[src/design/mpc_pkg.sv]
// Constants for the multifunction pin control block
package mpc_pkg;
    localparam logic [7:0] CFG_OFFSET = 8'h24;
    localparam logic [15:0] CFG_RESET = 16'h0000;
    localparam int FILT_EN_BIT = 15;
    localparam int SLEEP_EN_BIT = 14;
    localparam int OUT_EN_BIT = 13;
    localparam int OSEL_LSB = 9;
    localparam int MASK_LSB = 5;
    localparam int IFUNC_LSB = 1;
    localparam int IN_EN_BIT = 0;
    localparam int NUM_CH = 4;
    localparam int FILT_LEN = 4;
    localparam logic [3:0] OSEL_MEM_BUSY = 4'h1;
    localparam logic [3:0] OSEL_CH0_BUSY = 4'h4;
    localparam logic [3:0] OSEL_CH1_BUSY = 4'h5;
    localparam logic [3:0] OSEL_CH2_BUSY = 4'h6;
    localparam logic [3:0] OSEL_CH3_BUSY = 4'h7;
    localparam logic [3:0] OSEL_WIN0 = 4'h8;
    localparam logic [3:0] OSEL_WIN1 = 4'h9;
    localparam logic [3:0] OSEL_WIN2 = 4'ha;
    localparam logic [3:0] OSEL_WIN3 = 4'hb;
    localparam logic [3:0] IF_SLEEP = 4'h0;
    localparam logic [3:0] IF_FAULT_DUMP = 4'h2;
    localparam logic [3:0] IF_CURRENT_OUTPUT_PWR = 4'h3;
    localparam logic [3:0] IF_VOLTAGE_OUTPUT_PWR = 4'h4;
    localparam logic [3:0] IF_PROTECT = 4'h5;
    localparam logic [3:0] IF_CLEAR = 4'h7;
    localparam logic [3:0] IF_LOAD = 4'h8;
    localparam logic [3:0] IF_WAVE = 4'h9;
    localparam logic [3:0] IF_MARGIN = 4'ha;
    localparam logic [3:0] IF_RESET = 4'hb;
    localparam logic [3:0] IF_NVM_WP = 4'hc;
    localparam logic [3:0] IF_MAP_LOCK = 4'hd;
    localparam logic [1:0] PROT_HIZ = 2'h0;
endpackage

[src/design/mpc_sync.sv]
// Two-stage synchroniser with edge detection for the pin input
`timescale 1ns/1ps
module mpc_sync (
    input wire logic clk,
    input wire logic sys_rst,
    input wire logic din,
    output logic level,
    output logic rise,
    output logic fall
);
    logic meta, next_meta;
    logic sync, next_sync;
    logic prev, next_prev;

    always_comb begin
        next_meta = din;
        next_sync = meta;
        next_prev = sync;
    end

    always_ff @(posedge clk) begin
        if (sys_rst) begin
            meta <= 1'b1;
            sync <= 1'b1;
            prev <= 1'b1;
        end else begin
            meta <= next_meta;
            sync <= next_sync;
            prev <= next_prev;
        end
    end

    assign level = sync;
    assign rise = sync & ~prev;
    assign fall = ~sync & prev;
endmodule

[src/design/mpc_filter.sv]
// Optional glitch filter: level must hold for LEN cycles to pass
`timescale 1ns/1ps
module mpc_filter #(
    parameter int LEN = 4
) (
    input wire logic clk,
    input wire logic sys_rst,
    input wire logic enable,
    input wire logic din,
    output logic dout
);
    logic [$clog2(LEN+1)-1:0] cnt, next_cnt;
    logic held, next_held;

    always_comb begin
        next_cnt = '0;
        next_held = held;
        if (din != held) begin
            next_cnt = cnt + 1'b1;
            if (cnt == ($clog2(LEN+1))'(LEN - 1)) begin
                next_held = din;
                next_cnt = '0;
            end
        end
    end

    always_ff @(posedge clk) begin
        if (sys_rst) begin
            cnt <= '0;
            held <= 1'b1;
        end else begin
            cnt <= next_cnt;
            held <= next_held;
        end
    end

    // Bypass gives the faster response
    assign dout = enable ? held : din;
endmodule

[src/design/mpc_top.sv]
// Multifunction pin configuration register, input actions and status output
`timescale 1ns/1ps
// Notes on behaviour
// [RQ1] Bit 15 inserts glitch filter on input
// [RQ2] Bit 14 permits sleep entry from pin
// [RQ3] Bit 13 enables pin output driver
// [RQ4] Bits 12-9 select routed status bit
// [RQ5] Codes 4-7 channel busy; 8-b window results
// [RQ6] Bits 8-5 mask channels for actions
// [RQ7] Bits 4-1 pick pin input action
// [RQ8] Function 0: fall sleeps, rise wakes
// [RQ9] Function 2: fall triggers fault dump
// [RQ10] Function 3: current outputs down/up by edge
// [RQ11] Function 4: voltage outputs down/up by edge
// [RQ12] Function 5: fall starts protect sequence
// [RQ13] Function 7: low level asserts output clear
// [RQ14] Function 8: fall loads pending channel data
// [RQ15] Function 9: rise starts, fall stops waveform
// [RQ16] Function 10: fall margin-low, rise margin-high
// [RQ17] Function 11: fall holds reset, rise releases
// [RQ18] Reset function survives reset only if stored
// [RQ19] Function 12: fall allows, rise blocks programming
// [RQ20] Function 13: rise locks map, fall unlocks
// [RQ21] Other function codes ignore the pin
// [RQ22] Bit 0 enables input actions
// [RQ23] Input synchronised, one action per edge
// [RQ24] Channel busy bit mirrored when selected
// [RQ25] Protect mode 00 goes straight hi-z
module mpc_top
    import mpc_pkg::*;
#(
    parameter int CHANNELS = mpc_pkg::NUM_CH,
    parameter int FILTER_LEN = mpc_pkg::FILT_LEN
) (
    input wire logic clk,
    input wire logic sys_rst,
    input wire logic reg_wr,
    input wire logic [7:0] reg_addr,
    input wire logic [15:0] reg_wdata,
    output logic [15:0] reg_rdata,
    input wire logic nvm_reset_stored,
    input wire logic [1:0] protect_mode,
    input wire logic memory_program_busy,
    input wire logic [3:0] channel_busy,
    input wire logic [3:0] channel_window_result,
    input wire logic pin_in,
    output logic pin_out,
    output logic pin_oe,
    output logic sleep_active,
    output logic fault_dump,
    output logic protect_start,
    output logic protect_hiz,
    output logic output_clear,
    output logic device_reset_hold,
    output logic nvm_program_allow,
    output logic map_locked,
    output logic [3:0] current_output_down,
    output logic [3:0] voltage_output_down,
    output logic [3:0] load_outputs,
    output logic [3:0] wave_run,
    output logic [3:0] margin_low,
    output logic [3:0] margin_high
);
    import mpc_pkg::*;

    logic [15:0] cfg, next_cfg;
    logic s_level, s_rise, s_fall, f_level, f_prev, next_f_prev, p_rise, p_fall;
    logic [3:0] ifunc, mask, osel;
    logic in_en, out_en, sleep_en, filt_en;
    logic cfg_wr, keep_cfg;

    assign ifunc = cfg[IFUNC_LSB +: 4];
    assign mask = cfg[MASK_LSB +: 4];
    assign osel = cfg[OSEL_LSB +: 4];
    assign in_en = cfg[IN_EN_BIT];
    assign out_en = cfg[OUT_EN_BIT];
    assign sleep_en = cfg[SLEEP_EN_BIT];
    assign filt_en = cfg[FILT_EN_BIT];
    // Writes refused while the map is locked
    assign cfg_wr = reg_wr && reg_addr == CFG_OFFSET && !map_locked;
    // Stored pin reset setting outlives a device reset
    assign keep_cfg = nvm_reset_stored && ifunc == IF_RESET;

    mpc_sync u_sync (
        .clk(clk),
        .sys_rst(sys_rst),
        .din(pin_in),
        .level(s_level),
        .rise(),
        .fall()
    );

    mpc_filter #(.LEN(FILTER_LEN)) u_filter (
        .clk(clk),
        .sys_rst(sys_rst),
        .enable(filt_en), // see [RQ1]
        .din(s_level),
        .dout(f_level)
    );

    // Edges taken after the filter, one pulse each
    assign p_rise = f_level & ~f_prev; // see [RQ23]
    assign p_fall = ~f_level & f_prev; // see [RQ23]
    assign s_rise = p_rise & in_en; // see [RQ22]
    assign s_fall = p_fall & in_en; // see [RQ22]

    // Configuration register
    always_comb begin
        next_cfg = cfg;
        next_f_prev = f_level;
        if (cfg_wr) begin
            next_cfg = reg_wdata;
        end
        // Reset function kept only when held in memory
        if (sys_rst && keep_cfg) begin
            next_cfg = cfg; // see [RQ18]
        end
    end

    // Post-filter level one cycle back
    always_ff @(posedge clk) begin
        if (sys_rst) begin
            f_prev <= 1'b1;
        end else begin
            f_prev <= next_f_prev;
        end
    end

    always_ff @(posedge clk) begin
        if (sys_rst && !keep_cfg) begin
            cfg <= CFG_RESET; // see [RQ18]
        end else begin
            cfg <= next_cfg;
        end
    end

    // Status output
    logic next_pin_out, next_pin_oe;
    logic [15:0] next_rdata;
    always_comb begin
        next_pin_oe = out_en; // see [RQ3]
        next_rdata = 16'h0000;
        if (reg_addr == CFG_OFFSET) begin
            next_rdata = cfg;
        end
        // Invalid codes park the pin low
        unique case (osel) // see [RQ4]
            OSEL_MEM_BUSY: next_pin_out = memory_program_busy;
            OSEL_CH0_BUSY: next_pin_out = channel_busy[0]; // see [RQ24]
            OSEL_CH1_BUSY: next_pin_out = channel_busy[1];
            OSEL_CH2_BUSY: next_pin_out = channel_busy[2]; // see [RQ5]
            OSEL_CH3_BUSY: next_pin_out = channel_busy[3];
            OSEL_WIN0: next_pin_out = channel_window_result[0];
            OSEL_WIN1: next_pin_out = channel_window_result[1];
            OSEL_WIN2: next_pin_out = channel_window_result[2];
            OSEL_WIN3: next_pin_out = channel_window_result[3];
            default: next_pin_out = 1'b0;
        endcase
        if (!out_en) begin
            next_pin_out = 1'b0;
        end
    end

    always_ff @(posedge clk) begin
        if (sys_rst) begin
            pin_out <= 1'b0;
            pin_oe <= 1'b0;
            reg_rdata <= 16'h0000;
        end else begin
            pin_out <= next_pin_out;
            pin_oe <= next_pin_oe;
            reg_rdata <= next_rdata;
        end
    end

    // Global actions
    logic next_sleep, next_dump, next_prot, next_hiz, next_clear;
    logic next_rst_hold, next_nvm_allow, next_lock;
    always_comb begin
        next_sleep = sleep_active;
        // Pulses last a single cycle
        next_dump = 1'b0;
        next_prot = 1'b0;
        next_hiz = protect_hiz;
        next_clear = 1'b0;
        next_rst_hold = device_reset_hold;
        next_nvm_allow = nvm_program_allow;
        next_lock = map_locked;
        unique case (ifunc) // see [RQ7]
            IF_SLEEP: begin
                if (s_fall && sleep_en) next_sleep = 1'b1; // see [RQ8] [RQ2]
                if (s_rise) next_sleep = 1'b0; // see [RQ8]
            end
            IF_FAULT_DUMP: next_dump = s_fall; // see [RQ9]
            IF_PROTECT: begin
                next_prot = s_fall; // see [RQ12]
                if (s_fall && protect_mode == PROT_HIZ) next_hiz = 1'b1; // see [RQ25]
            end
            IF_CLEAR: next_clear = in_en & ~f_level; // see [RQ13]
            IF_RESET: begin
                if (s_fall) next_rst_hold = 1'b1; // see [RQ17]
                if (s_rise) next_rst_hold = 1'b0;
            end
            IF_NVM_WP: begin
                if (s_fall) next_nvm_allow = 1'b1; // see [RQ19]
                if (s_rise) next_nvm_allow = 1'b0;
            end
            IF_MAP_LOCK: begin
                if (s_fall) next_lock = 1'b0; // see [RQ20]
                if (s_rise) next_lock = 1'b1;
            end
            default: ; // see [RQ21]
        endcase
    end

    always_ff @(posedge clk) begin
        if (sys_rst) begin
            sleep_active <= 1'b0;
            fault_dump <= 1'b0;
            protect_start <= 1'b0;
            protect_hiz <= 1'b0;
            output_clear <= 1'b0;
            device_reset_hold <= 1'b0;
            nvm_program_allow <= 1'b0;
            map_locked <= 1'b0;
        end else begin
            sleep_active <= next_sleep;
            fault_dump <= next_dump;
            protect_start <= next_prot;
            protect_hiz <= next_hiz;
            output_clear <= next_clear;
            device_reset_hold <= next_rst_hold;
            nvm_program_allow <= next_nvm_allow;
            map_locked <= next_lock;
        end
    end

    // Channel actions, gated per channel by the mask
    logic [3:0] next_current_output, next_voltage_output, next_load, next_wave, next_mlo, next_mhi;
    genvar ch;
    generate
        for (ch = 0; ch < CHANNELS; ch++) begin : g_ch
            logic sel;
            assign sel = mask[ch]; // see [RQ6]
            always_comb begin
                // Levels hold until the opposite edge
                next_current_output[ch] = current_output_down[ch];
                next_voltage_output[ch] = voltage_output_down[ch];
                next_load[ch] = 1'b0;
                next_wave[ch] = wave_run[ch];
                next_mlo[ch] = margin_low[ch];
                next_mhi[ch] = margin_high[ch];
                if (sel) begin
                    unique case (ifunc)
                        IF_CURRENT_OUTPUT_PWR: begin
                            if (s_fall) next_current_output[ch] = 1'b1; // see [RQ10]
                            if (s_rise) next_current_output[ch] = 1'b0;
                        end
                        IF_VOLTAGE_OUTPUT_PWR: begin
                            if (s_fall) next_voltage_output[ch] = 1'b1; // see [RQ11]
                            if (s_rise) next_voltage_output[ch] = 1'b0;
                        end
                        IF_LOAD: next_load[ch] = s_fall; // see [RQ14]
                        IF_WAVE: begin
                            if (s_rise) next_wave[ch] = 1'b1; // see [RQ15]
                            if (s_fall) next_wave[ch] = 1'b0;
                        end
                        IF_MARGIN: begin
                            if (s_fall) begin
                                next_mlo[ch] = 1'b1; // see [RQ16]
                                next_mhi[ch] = 1'b0;
                            end
                            if (s_rise) begin
                                next_mlo[ch] = 1'b0;
                                next_mhi[ch] = 1'b1;
                            end
                        end
                        default: ;
                    endcase
                end
            end

            always_ff @(posedge clk) begin
                if (sys_rst) begin
                    current_output_down[ch] <= 1'b0;
                    voltage_output_down[ch] <= 1'b0;
                    load_outputs[ch] <= 1'b0;
                    wave_run[ch] <= 1'b0;
                    margin_low[ch] <= 1'b0;
                    margin_high[ch] <= 1'b0;
                end else begin
                    current_output_down[ch] <= next_current_output[ch];
                    voltage_output_down[ch] <= next_voltage_output[ch];
                    load_outputs[ch] <= next_load[ch];
                    wave_run[ch] <= next_wave[ch];
                    margin_low[ch] <= next_mlo[ch];
                    margin_high[ch] <= next_mhi[ch];
                end
            end
        end
    endgenerate
endmodule

[config.mk]
export PLATFORM = sky130hd
export DESIGN_NAME = mpc_top
export DESIGN_NICKNAME = d
export VERILOG_FILES = /design/src/design/mpc_pkg.sv /design/src/design/mpc_sync.sv /design/src/design/mpc_filter.sv /design/src/design/mpc_top.sv
export SDC_FILE = /design/constraint.sdc
export NUM_CORES = 1
export LEC_CHECK = 0
export BUFFER_PORTS_ARGS = -buffer_cell sky130_fd_sc_hd__buf_2
export CORE_AREA = 5 5 130 83
export CTS_BUF_LIST = sky130_fd_sc_hd__clkbuf_16
export CTS_CLUSTER_SIZE = 8
export DETAILED_ROUTE_END_ITERATION = 10
export DIE_AREA = 0 0 135 88
export GPL_ROUTABILITY_DRIVEN = 0
export SETUP_SLACK_MARGIN = 0.4
export SLEW_MARGIN = 20
export SYNTH_ARGS = -nofsm -noshare
export SYNTH_HDL_FRONTEND = slang
export SYNTH_SLANG_ARGS = --single-unit
[constraint.sdc]
create_clock -name clk -period 2.5 [get_ports clk]
set_clock_uncertainty 0.2 [all_clocks]
set_input_delay 0.5 -clock clk [delete_from_list [all_inputs] [get_ports clk]]
set_output_delay 0.5 -clock clk [all_outputs]
set_load 0.05 [all_outputs]
# == After elaboration in Yosys (flattened, before gate mapping) ==
# Index checks and enable logic that the tools add are counted.
# classes
add_sub_neg,1
n_eq_ne,23
reduce_logical,46
n_mux,11
bitwise_logic,18
# op_table
cell,n
3-bit AND reduction,16
4-bit == test (second input constant),10
4-bit by 3-bit == test with 1-bit output (second input constant),7
2-bit OR reduction,9
2-bit AND reduction,7
1-bit NOT,13
1-bit 2-to-1 mux,10
1-bit one-hot mux with 9 select lines,1
4-bit by 2-bit == test with 1-bit output (second input constant),2
8-bit by 6-bit == test with 1-bit output (second input constant),1
1-bit logical AND,7
1-bit AND,5
4-bit by 1-bit == test with 1-bit output (second input constant),1
4-bit zero test,1
2-bit nonzero test,2
3-bit by 1-bit adder with 3-bit output (second input constant),1
3-bit by 2-bit == test with 1-bit output (second input constant),1
3-bit OR reduction,1
1-bit zero test,2
2-bit zero test,1
1-bit != test,1
# totals
output_inout_bits,50
wordCells,140
ff_bits,73

# == Depth between registers and ports, before layout ==
# Gate-level depths: netlist of the first run.
# depth
ltp_word,7
depth_mapped,6
mapped_depth_nobuf,5

# == Hierarchy ==
# Synthesis of the first run repeated with hierarchy kept, for this count alone.
# hier_totals
cells_unflattened,310
hier_area_um2,3130.5
# by_module_without_submodules
module,instances,area_per_inst_um2,cells_each,seq_area_each_um2
mpc_top,1,2865.2,288,1341.3
mpc_filter,1,172.7,14,80.1
mpc_sync,1,92.6,8,60.1

# == Worst setup path before layout of the first run ==
# Ideal clock, no wire load.
# synth_path
kind,input -> register
start,input port reg_addr[1]
end,register cfg[14]
slack_ns,0.565
required_time_ns,2.183
arrival_ns,1.618
cell_stages,5
setup_time_ns,0.117
path_cell_list,nor4b_2 nand4b_2 a21bo_1 buf_6 a22o_1
# synth_via
elab_chain_cells,4
# synth_lines
element,line_no,source
from (decl),mpc_top.sv:38,"input wire logic [7:0] reg_addr,"
8-bit by 6-bit == test with 1-bit output,mpc_top.sv:80,assign cfg_wr = reg_wr && reg_addr == CFG_OFFSET && !map_locked;
1-bit logical AND (2 in series),mpc_top.sv:80,
2-bit AND reduction (no source line),--,
to (signal assigned),mpc_top.sv:133,cfg <= next_cfg;
to (decl),mpc_top.sv:66,"logic [15:0] cfg, next_cfg;"
# Every way passes these cells.
# A chain may end at the register's enable or synchronous reset.

# == Worst setup path in the final report of the first run ==
# layout_path
start,register cfg[15]
end,register voltage_output_down[2]
# layout_via
elab_chain_cells,6
word_cells_on_any_way,9
# layout_lines
element,line_no,source
1-bit 2-to-1 mux *,mpc_filter.sv:38,assign dout = enable ? held : din;
1-bit NOT,mpc_top.sv:103,assign p_fall = ~f_level & f_prev;
1-bit AND,mpc_top.sv:103,
1-bit AND,mpc_top.sv:105,assign s_fall = p_fall & in_en;
2-bit nonzero test (no source line),--,
3-bit AND reduction (no source line),--,
"to (signal, indexed assignment)",mpc_top.sv:293,voltage_output_down[ch] <= next_voltage_output[ch];
to (decl),mpc_top.sv:58,"output logic [3:0] voltage_output_down,"
# Mark *: on every way between the ends. The rest lies on a longest branch, timed or not.

==> qor.txt, run 1 <==
status = complete, no violations
final setup vio count = 0
hold_sp = pin_in
net count after synthesis = 291
Hold Crit Class = primary input to flip-flop
EDFF count, synth = 0
hold_ws = 151 ps
Worst setup SP type = flip-flop
DIE AREA = 11900 µm²
Ys Warns = 0
RR Endpoint = voltage_output_down[2]
P&R area growth vs syn = 32.8%
#FFs+latches synth = 73
Int Power = 1.85 mW
P_leak = 1.56 nW
Pre-antenna DRT Iters = 4
Comb pwr share = 2.8%
die width = 135 µm
switching share of power = 20.6%
nets@finish = 384
routed via count = 2203
Async S/R FF share, synth = 0%
ANT cells = 0
Critical Path AT = 1980 ps
first-pass GRT wire length = 11700 µm
GRT Total Usage = 13.2%
CTS H-tree depth = 3
Pwr per Cell Area = 660 nW/µm²
Die Y = 88 µm
gr busiest metal = met1
Routed WL = 7410 µm
post-synthesis cell area = 2660 µm²
setup slack, reg-to-reg = 560 ps
Core Box Area = 9490 µm²
FMAX = 0.515 GHz
initial antenna violation count = 0
grt total ovfl = 0
clock slew at reported path FFs = 60 ps
final hold vios = 0
CTS tree = built
min Tclk post-route = 1940 ps
row cnt = 28
Worst slew margin = 58.3%
CTS buffer count = 9
Sum Neg Setup Slack = 0 ps
FF-to-FF path depth = 4
Crit Path Category = flip-flop to flip-flop
DRC Markers = 0
Avg WL per Cell = 15.4 µm
number of global-route vias before repair = 2135
synth unique cells = 41
Tcrit/Tclk final = 77.7%
detailed placer's ending HPWL = 5670 µm
maximum fanout along the worst path = 8
CTS sink cnt = 73
Hold Path Sink = u_sync.meta
share of layout cells above drive strength 1 = 35.4%
Max-Cap Viols = 0
CTS Buffer Depth = 2
Routed Antenna Nets = 0
max-slew violations = 0
root buf cell = clkbuf_16
initial core utilization = 28.0%
largest net degree at the start of global routing = 22
critical path capture point type = flip-flop
commonest non-fill, non-tap cell in the layout = buf_2
M2 GR Usage = 18.4%
RSZ-0062 raised after global routing = false
Top Ports = 90
GR Layer Usage met1 = 18.8%
Cells after Synth = 249
CP Data Required Time = 2540 ps
share of the yosys chip area belonging to registers = 55.0%
switching pwr = 479 µW
syn avg cell area = 10.7 µm²
initial drt markers = 136
clock network fraction of design power = 47.0%
hold path depth = 2
commonest non-fill, non-tap cells in the layout = 89 x buf_2, 73 x dfxtp_1, 21 x and2_1, 18 x a31oi_1, 13 x nand2_1
Filler cells = 978
Slew @ Worst Pin = 623 ps
vias per inst = 4.57
Sequential Power Share = 50.2%
Port Buffers = 89
clk_lat worst skew = 330 ps
R2R Path Start = cfg[15]
Primary FF master, synth = dfxtp_1
met3 Use GR = 5.34%
maximum VDD drop = 0.000342 V
==> critical path, cell delays in order (launching register included) <==
cell and delay [ps]:
dfxtp_1 410, mux2i_4 390, and3_1 440, a31oi_1 140, a311oi_1 270
==> flip-flops by register name, summed over array words and instances (netlist names), 3 cells and up <==
name / cells
cfg: 16
reg_rdata: 16
current_output_down: 4
load_outputs: 4
margin_high: 4
margin_low: 4
voltage_output_down: 4
wave_run: 4
u_filter.cnt: 3
==> through the flow <==
| step | total power [mW] | utilization [%] | setup slack (ps) | instance area (µm²) | std cells |
|---|---|---|---|---|---|
| global route | 2.42 | 37.2 | 407 | 3530 | 482 |
| floorplan | 1.22 | - | 565 | 2660 | 249 |
| detailed placement | 1.26 | 34.1 | 374 | 3240 | 463 |
| finish | 2.33 | 37.2 | 558 | 3530 | 482 |
| CTS | 2.36 | 36.8 | 485 | 3500 | 479 |
| global placement | 1.26 | 34.1 | 470 | 3240 | 463 |
==> synthesized netlist by cell type, types with 2 or more instances <==
master    number  area (µm²)
mux2i_1        4        40.0
a31oi_1       18         113
and2_1        21         131
a311oi_1       8        70.1
nand4_1        2        12.5
nor2_1        12        45.0
nand2_1       13        48.8
o21ai_0        6        30.0
or2_2          2        12.5
a22o_1        12         105
nor2b_1        3        18.8
dfxtp_1       73        1460
a211oi_1       8        60.1
nor3b_1        4        30.0
nand3_1        6        30.0
clkbuf_1       9        33.8
nor4b_2        3        45.0
inv_1          4        15.0
a21oi_1        9        45.0
and3_1         4        25.0
and4_1         2        17.5
buf_2          6        30.0
ha_1           2        25.0
==> area by class of cell <==
cell class	count	area [µm²]	share of cell area (%)
Multi-Input combinational cell	155	1110	31.4
Clock inverter	7	30.0	0.851
Clock buffer	9	225	6.39
Sequential cell	73	1460	41.4
Tap cell	135	169	4.79
Inverter	4	15.0	0.426
Timing Repair Buffer	99	520	14.8
==> power groups by stage <==
stage / sequential [mW] / clock (mW) / combinational, mW
after floorplan: 1.19 / 0 / 0.0255
after global placement: 1.19 / 0 / 0.0626
after detailed placement: 1.19 / 0 / 0.0642
after CTS: 1.17 / 1.12 / 0.0644
after global routing: 1.17 / 1.17 / 0.0743
final: 1.17 / 1.09 / 0.0662
==> logic make-up after synthesis <==
| logic type | after synthesis | share of synthesized area, % |
|---|---|---|
| buffers and inverters | 21 | 3.68 |
| xor gates and xnor gates | 1 | 0.330 |
| DFF | 73 | 55.0 |
| muxes | 6 | 3.20 |
| and+or+nand+nor | 81 | 19.5 |
| adders and majority gates | 2 | 0.942 |
| AOI/OAI and AO/OA | 65 | 17.3 |
==> metal layers <==
| metal | vias up | part of all wire, % |
|---|---|---|
| li1 | 1098 | - |
| met1 | 1015 | 49 |
| met2 | 83 | 41 |
| met3 | 7 | 10 |
| met4 | 0 | 0.62 |
| met5 | - | 0 |
==> what timing repair did <==
action | 4_1_cts | 5_1_grt
hold buffers | 0 | 0
buffers inserted | 0 | 3
setup endpoints to repair | 1 | 6
gates cloned | 0 | 0
resized for setup | 1 | 1
==> worst max path at each step <==
stage / from / endpoint
after floorplan: reg_addr[1] / cfg[14]
after global placement: reg_addr[1] / cfg[8]
after detailed placement: reg_addr[1] / cfg[5]
after CTS: cfg[15] / current_output_down[2]
after global routing: cfg[15] / wave_run[3]
final: cfg[15] / voltage_output_down[2]
No activity file was read; power rests on OpenSTA's default activity.
==> run 2, diff against run 1 <==
==> constraint.sdc (replaced) <==
create_clock -name clk -period 1.65 [get_ports clk]
set_clock_uncertainty 0.2 [all_clocks]
set_input_delay 0.33 -clock clk [delete_from_list [all_inputs] [get_ports clk]]
set_output_delay 0.33 -clock clk [all_outputs]
set_load 0.05 [all_outputs]
==> run 2 against run 1 <==
Net effect:
- sequential cell count is the same
- global-route usage grew 1.0 points
- sequential share of layout area shrank 9.6 points
- die area is the same
- largest cell class unchanged
- critical endpoint is now wave_run[0]
- the flow now finishes with violations (setup timing)
- clock-buffer cell count is the same
- worst setup slack lost 610 ps
- clock power grew 85%
- core utilization grew 14 points
- highest routed layer is now met5
- largest power group is now the clock network
==> qor.txt, run 2 (synthesized netlist as in run 1, its figures left out) <==
Max-Cap Viols = 0
CP Data Required Time = 1700 ps
P&R area growth vs syn = 82.8%
Post-DP Area = 3470 µm²
Hold Crit Class = primary input to flip-flop
clk_lat worst skew = 330 ps
clock slew at reported path FFs = 60 ps
cell family with the largest share of critical-path delay = flip-flops
root buf cell = clkbuf_16
Pwr per Cell Area = 807 nW/µm²
routed via count = 2450
Slowest-stage cell, CP = dfxtp_4
CTS tree = built
min Tclk post-route = 1710 ps
top flop regs = cfg x16, reg_rdata x16
commonest non-fill, non-tap cell in the layout = dfxtp_2
CP max stage delay = 350 ps
failing checks = setup timing
switching share of power = 19.8%
status = finished with violations
Final WS setup = -56.1 ps
CTS sink cnt = 73
DIE AREA = 11900 µm²
maximum VDD drop = 0.000507 V
Post-Layout Cell Count = 534
Final Power = 3.92 mW
grt total ovfl = 0
CTS Buffer Depth = 2
detailed placer's ending HPWL = 5770 µm
commonest non-fill, non-tap cells in the layout = 52 x dfxtp_2, 51 x buf_8, 44 x buf_4, 37 x buf_2
Port Buffers = 89
Worst setup SP type = flip-flop
Filler cells = 815
Routed Antenna Nets = 0
dpl ws = -220 ps
Pre-antenna DRT Iters = 4
clock network fraction of design power = 51.5%
Tcrit/Tclk final = 103%
worst path bufs/invs = 2
Top Ports = 90
Crit Path Category = flip-flop to flip-flop
CTS H-tree depth = 3
final hold vios = 0
Die Y = 88 µm
hold_ws = 13.5 ps
max-slew violations = 0
Int Power = 3.14 mW
FMAX = 0.586 GHz
Critical Path AT = 1750 ps
hold_sp = reg_wdata[1]
Sequential Power Share = 45.0%
initial core utilization = 28.0%
ANT cells = 0
maximum fanout along the worst path = 7
RSZ-0062 raised after global routing = true
critical path capture point type = flip-flop
share of layout cells above drive strength 1 = 68.2%
CP Launch Point = cfg[15]
R2R Path Start = cfg[15]
nets@finish = 436
DRC Markers = 0
first-pass GRT wire length = 12800 µm
die width = 135 µm
P_leak = 2.06 nW
Routed WL = 8370 µm
row cnt = 28
placed cells = 486
Core Box Area = 9490 µm²
initial antenna violation count = 4
CTS buffer count = 9
Worst slew margin = 65.6%
switching pwr = 777 µW
Slew @ Worst Pin = 515 ps
GRT Total Usage = 14.2%
number of global-route vias before repair = 2458
final setup vio count = 10
Comb pwr share = 3.6%
initial drt markers = 82
Avg WL per Cell = 15.7 µm
vias per inst = 4.59
final instance area = 4850 µm²
critical path cell sequence = mux2i_4 > buf_6 > nor4_4 > buf_4 > a31oi_4 > a211oi_2
largest net degree at the start of global routing = 19
-- run 2: cell type report --
cell class                      count  area (µm²)  share of cell area (%)
Clock buffer                        9         225                    4.64
Clock inverter                      7        86.3                    1.78
Inverter                            4        15.0                   0.309
Multi-Input combinational cell    156        1330                    27.4
Sequential cell                    73        1550                    31.8
Tap cell                          135         169                    3.48
Timing Repair Buffer              150        1480                    30.5
-- run 2: worst paths after layout --
kind,to,slack [ps],cells past startpoint
max reg2reg,wave_run[0],-60,6
min reg2reg,u_sync.level,210,1
min,cfg[1],10,2
max,wave_run[0],-60,6
-- run 2: timing repair --
item,in CTS,in global routing
hold buffers,1,0
cloned,2,0
gates resized for setup,246,24
endpoints found under the setup margin,117,119
hold endpoints to repair,1,0
pin swaps,27,14
buffers inserted,19,10
-- run 2: routing by layer --
layer / GRT usage [%] / part of all wire (%)
met5: 0 / 0.49
met4: 3.93 / 1.4
met2: 21.6 / 43
met3: 7.23 / 8.3
met1: 18.0 / 46
-- run 2: metrics by stage --
| stage | util [%] | setup TNS [ps] |
|---|---|---|
| 6_report | 51.1 | -271 |
| 5_1_grt | 51.1 | -2040 |
| 4_1_cts | 49.4 | -481 |
| 3_5_place_dp | 36.6 | -3000 |
| 3_3_place_gp | 36.6 | -2610 |
| 2_1_floorplan | - | -254 |
-- run 2: power groups by stage --
stage	Sequential [mW]	Combinational [mW]	Clock (mW)
finish	1.76	0.139	2.02
CTS	1.76	0.133	2.07
global placement	1.81	0.111	0
detailed placement	1.81	0.114	0
global route	1.76	0.150	2.13
floorplan	1.81	0.0448	0
==> run 3, diff against run 2 <==
--- a/config.mk
+++ b/config.mk
@@ -6,13 +6,12 @@
 export NUM_CORES = 1
 export LEC_CHECK = 0
 export BUFFER_PORTS_ARGS = -buffer_cell sky130_fd_sc_hd__buf_2
-export CORE_AREA = 5 5 130 83
+export CORE_AREA = 4 4 129 82
 export CTS_BUF_LIST = sky130_fd_sc_hd__clkbuf_16
 export CTS_CLUSTER_SIZE = 8
 export DETAILED_ROUTE_END_ITERATION = 10
-export DIE_AREA = 0 0 135 88
+export DIE_AREA = 0 0 133 86
 export GPL_ROUTABILITY_DRIVEN = 0
-export SETUP_SLACK_MARGIN = 0.4
 export SLEW_MARGIN = 20
 export SYNTH_ARGS = -nofsm -noshare
 export SYNTH_HDL_FRONTEND = slang
==> run 3 against run 2 <==
Net effect:
- clock power barely moved
- the flow still finishes with violations (setup timing)
- worst hold slack gained 5.4 ps
- critical path type unchanged
- sequential share of layout area up 6.2 points
- register-to-register slack better by 30 ps
- sequential cell count unchanged
- maximum frequency up 1.7%
- global-route usage fell by 0.44 points
- first-iteration DRC count rose by 50%
==> qor.txt, run 3 (synthesized netlist as in run 1, its figures left out) <==
Core Box Area = 9490 µm²
Final WS setup = -27.3 ps
Hold Crit Class = primary input to flip-flop
P&R area growth vs syn = 45.2%
Pwr per Cell Area = 1010 nW/µm²
P_leak = 1.72 nW
Final Power = 3.91 mW
Routed WL = 7700 µm
Worst slew margin = 64.1%
critical path cell sequence = mux2i_4 > buf_4 > nand4_1 > o21ai_0 > a21oi_1
CTS buffer count = 9
Sum Neg Setup Slack = -104 ps
Top Ports = 90
GRT Total Usage = 13.8%
Filler cells = 940
dpl ws = -186 ps
CTS sink cnt = 73
met3 Use GR = 7.44%
Avg WL per Cell = 15.2 µm
min Tclk post-route = 1680 ps
maximum fanout along the worst path = 6
Slowest-stage cell, CP = dfxtp_4
RSZ-0062 raised after global routing = true
CP max stage delay = 360 ps
nets@finish = 409
status = finished with violations
commonest non-fill, non-tap cell in the layout = buf_2
Max-Cap Viols = 0
Crit Path Category = flip-flop to flip-flop
vias per inst = 4.58
CTS tree = built
detailed placer's ending HPWL = 5800 µm
maximum VDD drop = 0.000458 V
die width = 133 µm
initial antenna violation count = 1
CP Data Required Time = 1660 ps
share of layout cells above drive strength 1 = 42.2%
GR Layer Usage met1 = 17.8%
Slew @ Worst Pin = 537 ps
top flop regs = cfg x16, reg_rdata x16
Critical Path AT = 1690 ps
Worst setup SP type = flip-flop
Pre-antenna DRT Iters = 4
gr busiest metal = met2
M2 GR Usage = 20.3%
final setup vio count = 10
DIE AREA = 11400 µm²
clk_lat worst skew = 330 ps
Reg area = 1470 µm²
Port Buffers = 89
critical path capture point type = flip-flop
Tcrit/Tclk final = 102%
first-pass GRT wire length = 12100 µm
CTS H-tree depth = 3
routed via count = 2325
Routed Antenna Nets = 0
failing checks = setup timing
grt total ovfl = 0
Die Y = 86 µm
initial drt markers = 123
final hold vios = 0
root buf cell = clkbuf_16
initial core utilization = 28.0%
commonest non-fill, non-tap cells in the layout = 89 x buf_2, 71 x dfxtp_1, 31 x buf_4, 20 x and2_1, 16 x a31oi_1
DRC Markers = 0
max-slew violations = 0
largest net degree at the start of global routing = 25
area of the multi-input gates = 1170 µm²
CTS Buffer Depth = 2
number of global-route vias before repair = 2304
FMAX = 0.596 GHz
row cnt = 28
clock slew at reported path FFs = 60 ps
## run 3: changes by cell type in the layout (fill, tap and decap cells not counted), sizes merged
cell / delta
a21bo: -1
buf: -26
inv: -1
diode: +1
clkinvlp: +1
## run 3: layer usage
| metal | wire, µm | vias to the layer above |
|---|---|---|
| met2 | 3270 | 63 |
| li1 | - | 1149 |
| met5 | 13 | - |
| met1 | 3820 | 1104 |
| met3 | 550 | 7 |
| met4 | 43 | 2 |
## run 3: cell type report
type / instances / area share [%]
repair buffers: 124 / 18.7
inverters: 4 / 0.389
clock buffers: 9 / 5.84
diodes: 1 / 0.0649
flip-flops and latches: 73 / 38.0
clock inverters: 7 / 2.21
well taps: 135 / 4.38
multi-input cells: 155 / 30.4
## run 3: timing repair
action,4_1_cts,5_1_grt
hold endpoints to repair,1,0
hold buffers,1,0
pin swaps,7,8
buffers inserted,1,1
resized for setup,5,10
setup endpoints to repair,17,39
## run 3: power by group
part	switching (mW)	internal, mW	leakage, nW
clock	0.721	1.31	0.150
sequential	0.00317	1.77	0.590
combinational	0.0555	0.0606	0.979
## run 3: path summary, 6_finish.rpt
check             slack [ps]              to  cells past startpoint          from
setup / recovery         -30  margin_high[3]                      5       cfg[15]
hold / removal            20          cfg[9]                      2  reg_wdata[9]
setup reg to reg         -30  margin_high[3]                      5       cfg[15]
hold reg to reg          220    u_sync.level                      1   u_sync.meta
## run 3: worst max-delay path, delay by kind of cell (launching register included)
kind	cells	cell delay [ps]
flip-flops	1	360
AO/OA/AOI/OAI	2	310
multiplexers	1	290
AND/OR/NAND/NOR	1	200
buffers and inverters	1	190
## run 3: stage by stage
step	instance area (µm²)	util [%]	std cells	hold slack (ps)
after floorplan	2690	-	249	189
after CTS	3790	39.9	506	5.57
after global placement	3460	36.4	488	203
after global routing	3850	40.6	507	6.34
final	3860	40.6	508	18.8
after detailed placement	3460	36.4	488	199
